===== src/rtl/cadc_pkg.sv =====
package cadc_pkg;

    // ------------------------------------------------------------------
    // Register word indices; the bus byte address is four times the index.
    // ------------------------------------------------------------------
    localparam logic [7:0] CADC_OFF_CONV_STATUS = 8'h06;
    localparam logic [7:0] CADC_OFF_CHAN_SEL = 8'h07;
    localparam logic [7:0] CADC_OFF_CMP_STATUS = 8'h08;
    localparam logic [7:0] CADC_OFF_RES_LOW = 8'h04;
    localparam logic [7:0] CADC_OFF_RES_HIGH = 8'h05;
    localparam logic [7:0] CADC_OFF_SPEC_FUNC = 8'h30;

    // ------------------------------------------------------------------
    // Comparator control/status bit positions.
    // ------------------------------------------------------------------
    localparam int CADC_CMP_OFF_BIT = 7;
    localparam int CADC_CMP_BG_BIT = 6;
    localparam int CADC_CMP_OUT_BIT = 5;
    localparam int CADC_CMP_FLAG_BIT = 4;
    localparam int CADC_CMP_IE_BIT = 3;
    localparam int CADC_CMP_CAP_BIT = 2;

    // ------------------------------------------------------------------
    // Converter control/status, channel select and special function bit positions.
    // ------------------------------------------------------------------
    localparam int CADC_CONV_EN_BIT = 7;
    localparam int CADC_CONV_START_BIT = 6;
    localparam int CADC_CONV_FREE_BIT = 5;
    localparam int CADC_CONV_FLAG_BIT = 4;
    localparam int CADC_CONV_IE_BIT = 3;
    localparam int CADC_CHAN_LEFT_BIT = 5;
    localparam int CADC_SPEC_MUXEN_BIT = 3;

    // ------------------------------------------------------------------
    // Reset values and timing counts.
    // ------------------------------------------------------------------
    localparam logic [7:0] CADC_RST_BYTE = 8'h00;
    localparam logic [4:0] CADC_CONV_CYC_NORMAL = 5'd13;
    localparam logic [4:0] CADC_CONV_CYC_FIRST = 5'd25;
    localparam logic [2:0] CADC_PRESCALE_DIV = 3'd4;

    // Channel codes for internal sources.
    localparam logic [4:0] CADC_CH_BANDGAP = 5'b11110;
    localparam logic [4:0] CADC_CH_GROUND = 5'b11111;

    // Comparator event modes.
    typedef enum logic [1:0] {
        CADC_EV_TOGGLE = 2'b00,
        CADC_EV_RESERVED = 2'b01,
        CADC_EV_FALL = 2'b10,
        CADC_EV_RISE = 2'b11
    } cadc_ev_mode_t;

    // Interrupt request bundle.
    typedef struct packed {
        logic cmp_irq;
        logic conv_irq;
        logic capture_irq;
    } cadc_irq_t;

endpackage : cadc_pkg


===== src/rtl/cadc_top.sv =====
// How it works
// RULE1: output bit high when positive exceeds negative
// RULE2: power-off bit shuts comparator down
// RULE3: bandgap drives positive input if fused
// RULE4: output bit is read-only live value
// RULE5: matching output transition sets event flag
// RULE6: irq needs flag, enable and global enable
// RULE7: flag cleared by vector or writing one
// RULE8: capture route feeds comparator to timer
// RULE9: capture irq needs timer mask bit
// RULE10: mode bits pick toggle, fall or rise
// RULE11: software disables irq before mode changes
// RULE12: mux selects converter pin as negative
// RULE13: ten-bit code, ground to reference less LSB
// RULE14: single or free-running conversion modes
// RULE15: selections wait for converter enable
// RULE16: start bit runs, reads one, self-clears
// RULE17: channel change applies after current conversion
// RULE18: right or left justified result
// RULE19: low read locks result until high read
// RULE20: software reads low byte before high
// RULE21: done flag fires even when discarded
// RULE22: thirteen cycles, first one twenty-five
// RULE23: completion stores, flags, clears or restarts
// RULE24: channel codes pins, bandgap, ground
// RULE25: prescaler runs only while enabled
// RULE26: comparator output synchronised before edges
// RULE27: locked completion still clears start, flags
//
// The AHB-Lite slave port was chosen for this implementation.
module cadc_top
    import cadc_pkg::*;
(
    input wire logic hclk,
    input wire logic hresetn,
    input wire logic hsel,
    input wire logic [31:0] haddr,
    input wire logic [1:0] htrans,
    input wire logic hwrite,
    input wire logic [2:0] hsize,
    input wire logic [31:0] hwdata,
    input wire logic hready,
    output logic [31:0] hrdata,
    output logic hreadyout,
    output logic hresp,
    input wire logic cmp_raw,
    input wire logic brownout_detect_fuse,
    input wire logic global_irq_enable,
    input wire logic cmp_vector_ack,
    input wire logic conv_vector_ack,
    input wire logic capture_irq_mask_bit,
    input wire logic capture_event,
    input wire logic [9:0] conv_sample,
    output logic cmp_powered,
    output logic cmp_bandgap_pos,
    output logic cmp_neg_from_mux,
    output logic [2:0] cmp_neg_channel,
    output logic capture_input,
    output logic conv_active,
    output logic [4:0] conv_channel,
    output logic [1:0] conv_reference,
    output cadc_irq_t irq
);

    // ------------------------------------------------------------------
    // Bus slave front end.
    // ------------------------------------------------------------------

    // Captured address phase, kept as a word index.
    logic wr_pend_r;
    logic [7:0] addr_r;

    // Register state.
    logic [7:0] cmp_ctrl_r;
    logic [7:0] conv_ctrl_r;
    logic [7:0] chan_sel_r;
    logic spec_muxen_r;
    logic [9:0] result_r;
    logic lock_r;

    // Applied channel and reference, latched only between conversions.
    logic [4:0] chan_act_r;
    logic [1:0] ref_act_r;

    // Converter sequencing.
    logic [2:0] presc_r;
    logic [4:0] cyc_r;
    logic first_r;
    logic busy_r;

    // Comparator synchroniser and edge history.
    logic cmp_s1_r;
    logic cmp_s2_r;
    logic cmp_s3_r;

    logic acc_ok;
    logic rd_acc;
    logic [7:0] rd_addr;
    logic done;
    logic ev_hit;
    logic tick;
    logic [7:0] wb;

    assign acc_ok = hsel && hready && htrans[1];
    assign rd_acc = acc_ok && !hwrite;
    assign rd_addr = haddr[9:2];
    assign wb = hwdata[7:0];
    // Zero wait state slave, always OKAY.
    assign hreadyout = 1'b1;
    assign hresp = 1'b0;

    // Capture the write address phase for the following data phase.
    always_ff @(posedge hclk or negedge hresetn) begin
        if (!hresetn) begin
            wr_pend_r <= 1'b0;
            addr_r <= 8'h00;
        end else begin
            wr_pend_r <= acc_ok && hwrite;
            addr_r <= acc_ok ? haddr[9:2] : addr_r;
        end
    end

    // Read data is registered at the address phase so it stands in the data phase.
    always_ff @(posedge hclk or negedge hresetn) begin
        if (!hresetn) begin
            hrdata <= 32'h0000_0000;
        end else if (rd_acc) begin
            case (rd_addr)
                // RULE4: live output bit
                CADC_OFF_CMP_STATUS: hrdata <= {24'h00_0000, cmp_ctrl_r[7:6], cmp_s2_r,
                                                cmp_ctrl_r[4:0]};
                CADC_OFF_CONV_STATUS: hrdata <= {24'h00_0000, conv_ctrl_r};
                CADC_OFF_CHAN_SEL: hrdata <= {24'h00_0000, chan_sel_r};
                CADC_OFF_SPEC_FUNC: hrdata <= {28'h000_0000, spec_muxen_r, 3'b000};
                // RULE18: justification applied on read
                CADC_OFF_RES_LOW: hrdata <= chan_sel_r[CADC_CHAN_LEFT_BIT] ?
                    {24'h00_0000, result_r[1:0], 6'b00_0000} : {24'h00_0000, result_r[7:0]};
                CADC_OFF_RES_HIGH: hrdata <= chan_sel_r[CADC_CHAN_LEFT_BIT] ?
                    {24'h00_0000, result_r[9:2]} : {30'h0000_0000, result_r[9:8]};
                default: hrdata <= 32'h0000_0000;
            endcase
        end
    end

    // ------------------------------------------------------------------
    // Comparator.
    // ------------------------------------------------------------------

    // RULE26: two-stage sync then history
    always_ff @(posedge hclk or negedge hresetn) begin
        if (!hresetn) begin
            cmp_s1_r <= 1'b0;
            cmp_s2_r <= 1'b0;
            cmp_s3_r <= 1'b0;
        end else begin
            cmp_s1_r <= cmp_raw;
            cmp_s2_r <= cmp_s1_r;
            cmp_s3_r <= cmp_s2_r;
        end
    end

    // RULE10: event mode decode; reserved never fires.
    always_comb begin
        case (cadc_ev_mode_t'(cmp_ctrl_r[1:0]))
            CADC_EV_TOGGLE: ev_hit = cmp_s2_r ^ cmp_s3_r;
            CADC_EV_FALL: ev_hit = !cmp_s2_r && cmp_s3_r;
            CADC_EV_RISE: ev_hit = cmp_s2_r && !cmp_s3_r;
            default: ev_hit = 1'b0;
        endcase
    end

    // Comparator control register; the flag's set wins over any clear.
    always_ff @(posedge hclk or negedge hresetn) begin
        if (!hresetn) begin
            cmp_ctrl_r <= CADC_RST_BYTE;
        end else begin
            if (wr_pend_r && addr_r == CADC_OFF_CMP_STATUS) begin
                // RULE2: power-off written at any time
                cmp_ctrl_r[7:6] <= wb[7:6];
                cmp_ctrl_r[3:0] <= wb[3:0];
            end
            // RULE5: qualifying edge sets the flag
            if (ev_hit) begin
                cmp_ctrl_r[CADC_CMP_FLAG_BIT] <= 1'b1;
            // RULE7: vector or write-one clears
            end else if (cmp_vector_ack ||
                         (wr_pend_r && addr_r == CADC_OFF_CMP_STATUS && wb[4])) begin
                cmp_ctrl_r[CADC_CMP_FLAG_BIT] <= 1'b0;
            end
        end
    end

    // RULE1: analog result arrives as cmp_raw
    assign cmp_powered = !cmp_ctrl_r[CADC_CMP_OFF_BIT];
    // RULE3: bandgap only with brown-out fuse
    assign cmp_bandgap_pos = cmp_ctrl_r[CADC_CMP_BG_BIT] && brownout_detect_fuse;
    // RULE12: mux only while converter off
    assign cmp_neg_from_mux = spec_muxen_r && !conv_ctrl_r[CADC_CONV_EN_BIT];
    assign cmp_neg_channel = chan_sel_r[2:0];
    // RULE8: route output to capture front end
    assign capture_input = cmp_ctrl_r[CADC_CMP_CAP_BIT] && cmp_s2_r;

    // RULE6: flag, enable and global enable
    // RULE9: capture gated by timer mask
    assign irq = '{cmp_irq: cmp_ctrl_r[CADC_CMP_FLAG_BIT] && cmp_ctrl_r[CADC_CMP_IE_BIT]
                            && global_irq_enable,
                   conv_irq: conv_ctrl_r[CADC_CONV_FLAG_BIT] && conv_ctrl_r[CADC_CONV_IE_BIT]
                             && global_irq_enable,
                   capture_irq: capture_event && capture_irq_mask_bit && global_irq_enable};

    // ------------------------------------------------------------------
    // Converter sequencing.
    // ------------------------------------------------------------------

    always_ff @(posedge hclk or negedge hresetn) begin
        if (!hresetn) begin
            spec_muxen_r <= 1'b0;
            chan_sel_r <= CADC_RST_BYTE;
        end else if (wr_pend_r) begin
            if (addr_r == CADC_OFF_SPEC_FUNC) begin
                spec_muxen_r <= wb[CADC_SPEC_MUXEN_BIT];
            end
            if (addr_r == CADC_OFF_CHAN_SEL) begin
                chan_sel_r <= wb;
            end
        end
    end

    // RULE25: prescaler held while disabled
    assign tick = conv_ctrl_r[CADC_CONV_EN_BIT] && presc_r == CADC_PRESCALE_DIV - 3'd1;
    always_ff @(posedge hclk or negedge hresetn) begin
        if (!hresetn) begin
            presc_r <= 3'd0;
        end else if (!conv_ctrl_r[CADC_CONV_EN_BIT] || tick) begin
            presc_r <= 3'd0;
        end else begin
            presc_r <= presc_r + 3'd1;
        end
    end

    // RULE22: thirteen or twenty-five ticks
    assign done = busy_r && tick &&
                  cyc_r == (first_r ? CADC_CONV_CYC_FIRST : CADC_CONV_CYC_NORMAL);

    // Conversion counter; starts on a tick once the start bit stands.
    always_ff @(posedge hclk or negedge hresetn) begin
        if (!hresetn) begin
            busy_r <= 1'b0;
            cyc_r <= 5'd0;
            first_r <= 1'b1;
            chan_act_r <= 5'd0;
            ref_act_r <= 2'd0;
        end else if (!conv_ctrl_r[CADC_CONV_EN_BIT]) begin
            busy_r <= 1'b0;
            cyc_r <= 5'd0;
            first_r <= 1'b1;
        end else if (tick) begin
            if (done) begin
                first_r <= 1'b0;
                // RULE14: free-run restarts immediately
                busy_r <= conv_ctrl_r[CADC_CONV_FREE_BIT];
                cyc_r <= 5'd1;
            end else if (busy_r) begin
                cyc_r <= cyc_r + 5'd1;
            end else if (conv_ctrl_r[CADC_CONV_START_BIT]) begin
                busy_r <= 1'b1;
                cyc_r <= 5'd1;
            end
            // RULE15: selections apply only when enabled
            // RULE17: deferred until not converting
            if (!busy_r || done) begin
                chan_act_r <= chan_sel_r[4:0];
                ref_act_r <= chan_sel_r[7:6];
            end
        end
    end

    // RULE24: channel code passes to the analog mux
    assign conv_channel = chan_act_r;
    assign conv_reference = ref_act_r;
    assign conv_active = busy_r;

    // Converter control register.
    always_ff @(posedge hclk or negedge hresetn) begin
        if (!hresetn) begin
            conv_ctrl_r <= CADC_RST_BYTE;
        end else begin
            if (wr_pend_r && addr_r == CADC_OFF_CONV_STATUS) begin
                conv_ctrl_r[7] <= wb[7];
                conv_ctrl_r[5] <= wb[5];
                conv_ctrl_r[3:0] <= wb[3:0];
                // RULE16: writing one starts
                if (wb[CADC_CONV_START_BIT]) begin
                    conv_ctrl_r[CADC_CONV_START_BIT] <= 1'b1;
                end
            end
            // RULE23: single mode clears start on done
            // RULE27: even when result discarded
            if (done && !conv_ctrl_r[CADC_CONV_FREE_BIT]) begin
                conv_ctrl_r[CADC_CONV_START_BIT] <= 1'b0;
            end
            // Disabling aborts any conversion in flight.
            if (wr_pend_r && addr_r == CADC_OFF_CONV_STATUS && !wb[CADC_CONV_EN_BIT]) begin
                conv_ctrl_r[CADC_CONV_START_BIT] <= 1'b0;
            end
            // RULE21: done flag set regardless of lock
            if (done) begin
                conv_ctrl_r[CADC_CONV_FLAG_BIT] <= 1'b1;
            end else if (conv_vector_ack ||
                         (wr_pend_r && addr_r == CADC_OFF_CONV_STATUS && wb[4])) begin
                conv_ctrl_r[CADC_CONV_FLAG_BIT] <= 1'b0;
            end
        end
    end

    // RULE19: low read locks, high read unlocks
    always_ff @(posedge hclk or negedge hresetn) begin
        if (!hresetn) begin
            lock_r <= 1'b0;
        end else if (rd_acc && rd_addr == CADC_OFF_RES_HIGH) begin
            lock_r <= 1'b0;
        end else if (rd_acc && rd_addr == CADC_OFF_RES_LOW) begin
            lock_r <= 1'b1;
        end
    end

    // RULE13: ten-bit code stored as sampled
    always_ff @(posedge hclk or negedge hresetn) begin
        if (!hresetn) begin
            result_r <= 10'd0;
        end else if (done && !lock_r) begin
            result_r <= conv_sample;
        end
    end
endmodule // cadc_top


===== config.mk =====
export PLATFORM = sky130hd
export DESIGN_NAME = cadc_top
export DESIGN_NICKNAME = d
export VERILOG_FILES = /design/src/rtl/cadc_pkg.sv /design/src/rtl/cadc_top.sv
export SDC_FILE = /design/constraint.sdc
export NUM_CORES = 1
export LEC_CHECK = 0
export BUFFER_PORTS_ARGS = -buffer_cell sky130_fd_sc_hd__buf_2
export CAP_MARGIN = 20
export CELL_PAD_IN_SITES_DETAIL_PLACEMENT = 1
export CELL_PAD_IN_SITES_GLOBAL_PLACEMENT = 1
export CORE_ASPECT_RATIO = 0.6
export CORE_MARGIN = 2
export CORE_UTILIZATION = 37
export CTS_CLUSTER_SIZE = 10
export DETAILED_ROUTE_END_ITERATION = 16
export PLACE_DENSITY_LB_ADDON = 0.1
export SETUP_SLACK_MARGIN = 0.15
export SLEW_MARGIN = 20
export SYNTH_ARGS = -nofsm -noshare
export SYNTH_HDL_FRONTEND = slang
export SYNTH_SLANG_ARGS = --single-unit

===== constraint.sdc =====
create_clock -name hclk -period 2.2 [get_ports hclk]
set_input_delay 0.11 -clock hclk [delete_from_list [all_inputs] [get_ports hclk]]
set_output_delay 0.11 -clock hclk [all_outputs]
set_load 0.01 [all_outputs]

After elaboration in Yosys (flattened, before gate mapping)
Cells that the tools add are included.
{"block": "word_totals", "output_inout_bits": 52, "in_bits": 91, "reg_bits": 96, "word_cells": 123}
{"block": "classes", "mux": 29, "addsub": 2, "reduce_logical": 52, "bitwise_logic": 1, "n_eq_ne": 17}
{"op": "== test 8 x 3 -> 1 bit, second input constant", "n": 6}
{"op": "case mux 8 bit (6 select lines)", "n": 1}
{"op": "2-to-1 mux 5 bit", "n": 6}
{"op": "logical AND 1 bit", "n": 27}
{"op": "2-to-1 mux 1 bit", "n": 17}
{"op": "== test 8 x 4 -> 1 bit, second input constant", "n": 2}
{"op": "== test 8 x 6 -> 1 bit, second input constant", "n": 2}
{"op": "2-to-1 mux 8 bit", "n": 2}
{"op": "AND reduction 2 bit", "n": 5}
{"op": "logical NOT 1 bit", "n": 9}
{"op": "nonzero test 2 bit", "n": 3}
{"op": "nonzero test 3 bit", "n": 2}
{"op": "adder 5 x 1 -> 5 bit, second input constant", "n": 1}
{"op": "== test 5 bit", "n": 1}
{"op": "== test 2 bit, second input constant", "n": 2}
{"op": "logical OR 1 bit", "n": 4}
{"op": "!= test 2 x 1 -> 1 bit, second input constant", "n": 2}
{"op": "!= test 4 x 2 -> 1 bit, second input constant", "n": 1}
{"op": "adder 3 x 1 -> 3 bit, second input constant", "n": 1}
{"op": "== test 3 x 2 -> 1 bit, second input constant", "n": 1}
{"op": "2-to-1 mux 3 bit", "n": 1}
{"op": "case mux 1 bit (3 select lines)", "n": 1}
{"op": "AND reduction 3 bit", "n": 1}
{"op": "logical NOT 2 bit", "n": 1}
{"op": "2 further kinds", "n": 2}

Longest topological paths before layout
{"block": "logic_depth", "word_depth": 7, "ltp_mapped": 6, "ltp_nobuf": 6}

Worst setup path before layout
Ideal clock, no wire load.
{"block": "synth_path", "path_kind": "register to register", "start": "register first_r", "end": "register result_r[0]", "t_arrival_ns": 1.781, "stages_incl_launch_ff": 5, "slack_ns": 0.294, "required_ns": 2.075, "setup_time_ns": 0.125, "path_cell_list": "dfstp_2 > and3b_1 > o211ai_1 > nor3_2 > mux2_2"}
{"block": "synth_via", "elab_chain_len": 4}
{"item": "start: declaration", "line": "cadc_top.sv:88", "text": "logic first_r;"}
{"item": "start signal: assignment", "line": "cadc_top.sv:250", "text": "first_r <= 1'b1;"}
{"item": "start signal: assignment", "line": "cadc_top.sv:256", "text": "first_r <= 1'b1;"}
{"item": "start signal: assignment", "line": "cadc_top.sv:259", "text": "first_r <= 1'b0;"}
{"item": "2-to-1 mux 5 bit", "line": "cadc_top.sv:243", "text": "cyc_r == (first_r ? CADC_CONV_CYC_FIRST : CADC_CONV_CYC_NORMAL);"}
{"item": "== test 5 bit", "line": "cadc_top.sv:243"}
{"item": "logical AND 1 bit", "line": "cadc_top.sv:242", "text": "assign done = busy_r && tick &&"}
{"item": "logical AND 1 bit", "line": "cadc_top.sv:331", "text": "end else if (done && !lock_r) begin"}
{"item": "end signal: assignment", "line": "cadc_top.sv:332", "text": "result_r <= conv_sample;"}
{"item": "end: declaration", "line": "cadc_top.sv:78", "text": "logic [9:0] result_r;"}
Every way passes these cells.
A chain may end at the register's enable or synchronous reset.

Final worst setup path
{"block": "layout_path", "start": "register first_r", "end": "register result_r[8]"}
The elaborated chain is that of the path after synthesis.

==> tab_implementation.tex <==
\begin{tabular}{lr}
\hline
Metric & Value \\
\hline
\multicolumn{2}{l}{\textbf{Logic synthesis}} \\
\quad Sequential area share after synthesis & around 49\% \\
\quad Post-synth top flop & sky130\_fd\_sc\_hd\_\_dfrtp\_1 \\
\quad Distinct cell type count after synthesis & 55 \\
\quad Number of warning messages in the yosys log & 0 \\
\quad Cell area after technology mapping & 0.00365 mm\^{}2 \\
\quad Most common cell in the synthesized netlist & sky130\_fd\_sc\_hd\_\_dfrtp\_1 \\
\quad Proportion of netlist area held by the largest area contributor & 48.7\% \\
\quad Top cell type by total area after synthesis & sky130\_fd\_sc\_hd\_\_dfrtp\_1 \\
\quad Mean instance size in the synthesized netlist & 11.3 um\^{}2 \\
\quad Leading cell types by total area after synthesis & sky130\_fd\_sc\_hd\_\_dfrtp\_1, sky130\_fd\_sc\_hd\_\_mux2\_2, sky130\_fd\_sc\_hd\_\_buf\_4, sky130\_fd\_sc\_hd\_\_mux2i\_1, sky130\_fd\_sc\_hd\_\_ha\_1 \\
\quad Most used standard cells in the synthesized netlist & sky130\_fd\_sc\_hd\_\_dfrtp\_1, sky130\_fd\_sc\_hd\_\_mux2\_2, sky130\_fd\_sc\_hd\_\_buf\_4 \\
\quad Synth Instances & 322 \\
\quad Register bit count reported by yosys & 72 \\
\quad Count of flip-flops with a built-in enable after synthesis & 0 \\
\quad Async set-or-reset flop fraction in the synthesized netlist & 100\% \\
\multicolumn{2}{l}{\textbf{Worst setup path}} \\
\quad Required @ worst endpoint & 2.42 ns \\
\quad Critical path class & reg -> reg \\
\quad Arr. time, crit path & 2.11 ns \\
\quad Worst Setup Start Kind & register \\
\quad Critical path capture point type & register \\
\quad Maximum fanout count along the critical path & 10 \\
\multicolumn{2}{l}{\textbf{Run}} \\
\quad Number of violations of the max-capacitance limit & 0 \\
\multicolumn{2}{l}{\textbf{STA}} \\
\quad Slew at the pin closest to its max-slew limit & 0.687 ns \\
\quad Shortest clock period the worst path allows after layout & 1.89 ns \\
\quad Final number of hold-violating endpoints & 0 \\
\quad Final worst path period share & 85.8\% \\
\quad Final max-slew violation count & 0 \\
\quad Number of setup violations in the final report & 0 \\
\quad RSZ-0062 raised after global routing & false \\
\quad Clock Skews & about 0.0058 ns \\
\quad Slew headroom & 54.2\% \\
\quad Fmax & 530 MHz \\
\quad Crit path setup slack, layout & between 0.3 and 0.4 ns \\
\quad Setup TNS & 0 ns \\
\multicolumn{2}{l}{\textbf{Route}} \\
\quad Met3 routed wirelength & 574 um \\
\quad Routed vias/inst & 4.97 \\
\quad Violation count after the first detailed-routing iteration & 93 \\
\quad Count of unresolved DRC violations after routing & 0 \\
\quad Number of nets still failing antenna checks after routing & 0 \\
\quad Detailed Routing Iterations Pass 1 & 4 \\
\quad Detailed route wirelength on metal2 & 3870 um \\
\quad Total routed wirelength & 9480 um \\
\quad Highest layer used for signal routing & met4 \\
\quad Total routed wire length on the met1 layer & around 5000 um \\
\quad Number of vias in the routed layout & 2715 \\
\quad Average wire length per cell after detail routing & 17.4 um \\
\multicolumn{2}{l}{\textbf{Layout}} \\
\quad Fraction of final layout cells with drive strength greater than 1 & 36.0\% \\
\quad Layout overhead on the synthesized area & 22.9\% \\
\quad Flip-flop and latch area & 0.00180 mm\^{}2 \\
\quad Number of standard cells in the layout, taps in and fillers out & 546 \\
\quad Final Net Count & about 500 \\
\quad Fillers & roughly 1.1k \\
\quad Final core utilization & a little under half \\
\quad Number of diodes added for antenna fixing & 0 \\
\quad Multi-input gate area in the final layout & 0.00162 mm\^{}2 \\
\multicolumn{2}{l}{\textbf{Outcome}} \\
\quad Run status & completed \\
\multicolumn{2}{l}{\textbf{Die}} \\
\quad Full die area & 0.0107 mm\^{}2 \\
\quad Die Span Y & $\sim$81 um \\
\quad Ports & $\sim$140 \\
\quad Initial core utilization & 37.5\% \\
\quad Placeable core region & 0.00974 mm\^{}2 \\
\quad Site row count & 28 \\
\quad Chip Width & 132 um \\
\multicolumn{2}{l}{\textbf{Global routing}} \\
\quad Wire length of the first global-routing pass & 15200 um \\
\quad Via count of the first global-routing pass & 2736 \\
\quad Total global routing overflow & 0 \\
\quad Largest net degree at the start of global routing & 31 \\
\quad Antenna violations before repair & 0 \\
\quad Gr usage total & 19.0\% \\
\multicolumn{2}{l}{\textbf{Clocking}} \\
\quad Total number of clock tree sinks & 72 \\
\quad Number of buffers on the longest clock path & 2 \\
\quad Cell at the root of the clock tree & sky130\_fd\_sc\_hd\_\_clkbuf\_16 \\
\quad CTS tree & yes \\
\quad Worst skew pair latency & 0.34 ns \\
\quad Register clock-pin slew on the reported worst setup and hold paths & 0.06 ns \\
\quad Cts bufs inserted & 9 \\
\quad \# H-tree levels & 3 \\
\multicolumn{2}{l}{\textbf{Place}} \\
\quad Last weighted congestion value of the routability-driven placer & about 0.76 \\
\quad Input/output buffers & between 60 and 70 \\
\quad Worst slack after detailed placement & between 0.3 and 0.4 ns \\
\quad Placed Instances & about 520 \\
\quad Dpl hpwl & 7120 um \\
\multicolumn{2}{l}{\textbf{Power}} \\
\quad Total design power & 3.33 mW \\
\quad Maximum VDD drop & 0.000389 V \\
\quad P per Cell Area & 742 mW/mm\^{}2 \\
\quad Static leakage & roughly 2.2 nW \\
\multicolumn{2}{l}{\textbf{Hold path}} \\
\quad Type of the most critical hold path & in -> reg \\
\hline
\end{tabular}
==> cells in the final DEF (no fill, tap or decap), types with 4 or more instances in the layout <==
cell type and count:
sky130_fd_sc_hd__a21oi_1 11, sky130_fd_sc_hd__a22oi_1 5, sky130_fd_sc_hd__a31oi_1 5, sky130_fd_sc_hd__buf_2 64, sky130_fd_sc_hd__buf_4 14, sky130_fd_sc_hd__clkbuf_16 9
sky130_fd_sc_hd__clkbuf_8 4, sky130_fd_sc_hd__conb_1 26, sky130_fd_sc_hd__dfrtp_1 71, sky130_fd_sc_hd__dlygate4sd3_1 8, sky130_fd_sc_hd__ha_1 6, sky130_fd_sc_hd__inv_1 12
sky130_fd_sc_hd__mux2_2 44, sky130_fd_sc_hd__mux2i_1 11, sky130_fd_sc_hd__nand2_1 19, sky130_fd_sc_hd__nand2b_1 5, sky130_fd_sc_hd__nand3_1 8, sky130_fd_sc_hd__nor2_1 17
sky130_fd_sc_hd__o21ai_0 11, sky130_fd_sc_hd__o2bb2ai_1 5
==> power by group <==
group / leakage, nW / internal, mW / total, mW / switching (mW)
clock: 0.159 / 1.00 / 1.54 / 0.544
sequential: 0.932 / 1.40 / 1.47 / 0.0686
combinational: 1.08 / 0.139 / 0.313 / 0.174
==> critical path, stage by stage (launching register included) <==
cell and delay [ns]:
sky130_fd_sc_hd__dfstp_2 0.53, sky130_fd_sc_hd__and3b_1 0.16, sky130_fd_sc_hd__o211ai_1 0.26, sky130_fd_sc_hd__nor3_2 0.23, sky130_fd_sc_hd__buf_4 0.22, sky130_fd_sc_hd__mux2_2 0.36
==> cells by family (layout without fill, tap and decap cells) <==
group | Yosys count | in the layout | share of synthesized area (%)
compound gates | 53 | 53 | 9.53
xor+xnor | 1 | 1 | 0.240
fa+ha+maj | 6 | 6 | 2.06
buf+inv | 51 | 116 | 8.81
flops | 72 | 72 | 49.4
mux | 55 | 55 | 16.6
other cells | 2 | 26 | 0.206
simple gates | 82 | 82 | 13.1
==> final cells by class <==
| class | count | area share [%] |
|---|---|---|
| inverters | 13 | 1.09 |
| flip-flops and latches | 72 | 40.2 |
| clock buffers | 14 | 6.33 |
| repair buffers | 87 | 11.7 |
| clock inverters | 2 | 0.781 |
| well taps | 135 | 3.77 |
| multi-input cells | 223 | 36.1 |
==> per-layer routing <==
layer / global-route usage [%] / up-vias
met5: 0 / -
met4: 3.87 / 0
met3: 6.30 / 6
met2: 28.1 / 77
met1: 27.3 / 1366
li1: - / 1266
==> per-stage QoR <==
stage,area (um^2),hold slack (ns)
floorplan,3740,-0.186
CTS,4480,0.000117
global route,4490,0.00125
global placement,4080,0.200
finish,4490,0.00104
detailed placement,4080,0.196
==> registers in the layout, indices dropped and copies added (netlist names), 2 cells and up <==
name	count
cyc_r	5
conv_ctrl_r	8
cmp_ctrl_r	7
hrdata	8
result_r	10
conv_channel	5
chan_sel_r	8
addr_r	8
conv_reference	2
presc_r	3
==> final timing paths <==
check / from / to / slack (ns) / cells past startpoint
setup / recovery: first_r$_DFFE_PN1P_ / result_r[8]$_DFFE_PN0P_ / 0.31 / 5
hold / removal: conv_sample[5] / result_r[5]$_DFFE_PN0P_ / 0.001 / 2
setup reg to reg: first_r$_DFFE_PN1P_ / result_r[8]$_DFFE_PN0P_ / 0.31 / 5
hold reg to reg: cmp_s1_r$_DFF_PN0_ / cmp_s2_r$_DFF_PN0_ / 0.35 / 0
max in group asynchronous: hresetn / wr_pend_r$_DFF_PN0_ / 1.13 / 3
min in group asynchronous: hresetn / result_r[8]$_DFFE_PN0P_ / 0.36 / 2
==> what timing repair did <==
item	4_1_cts	5_1_grt
endpoints found under the setup margin	0	2
gates resized for setup	0	1
hold buffers	8	0
endpoints found under the hold margin	30	0
setup buffers	0	0
Power figures use the tool's default switching activity.
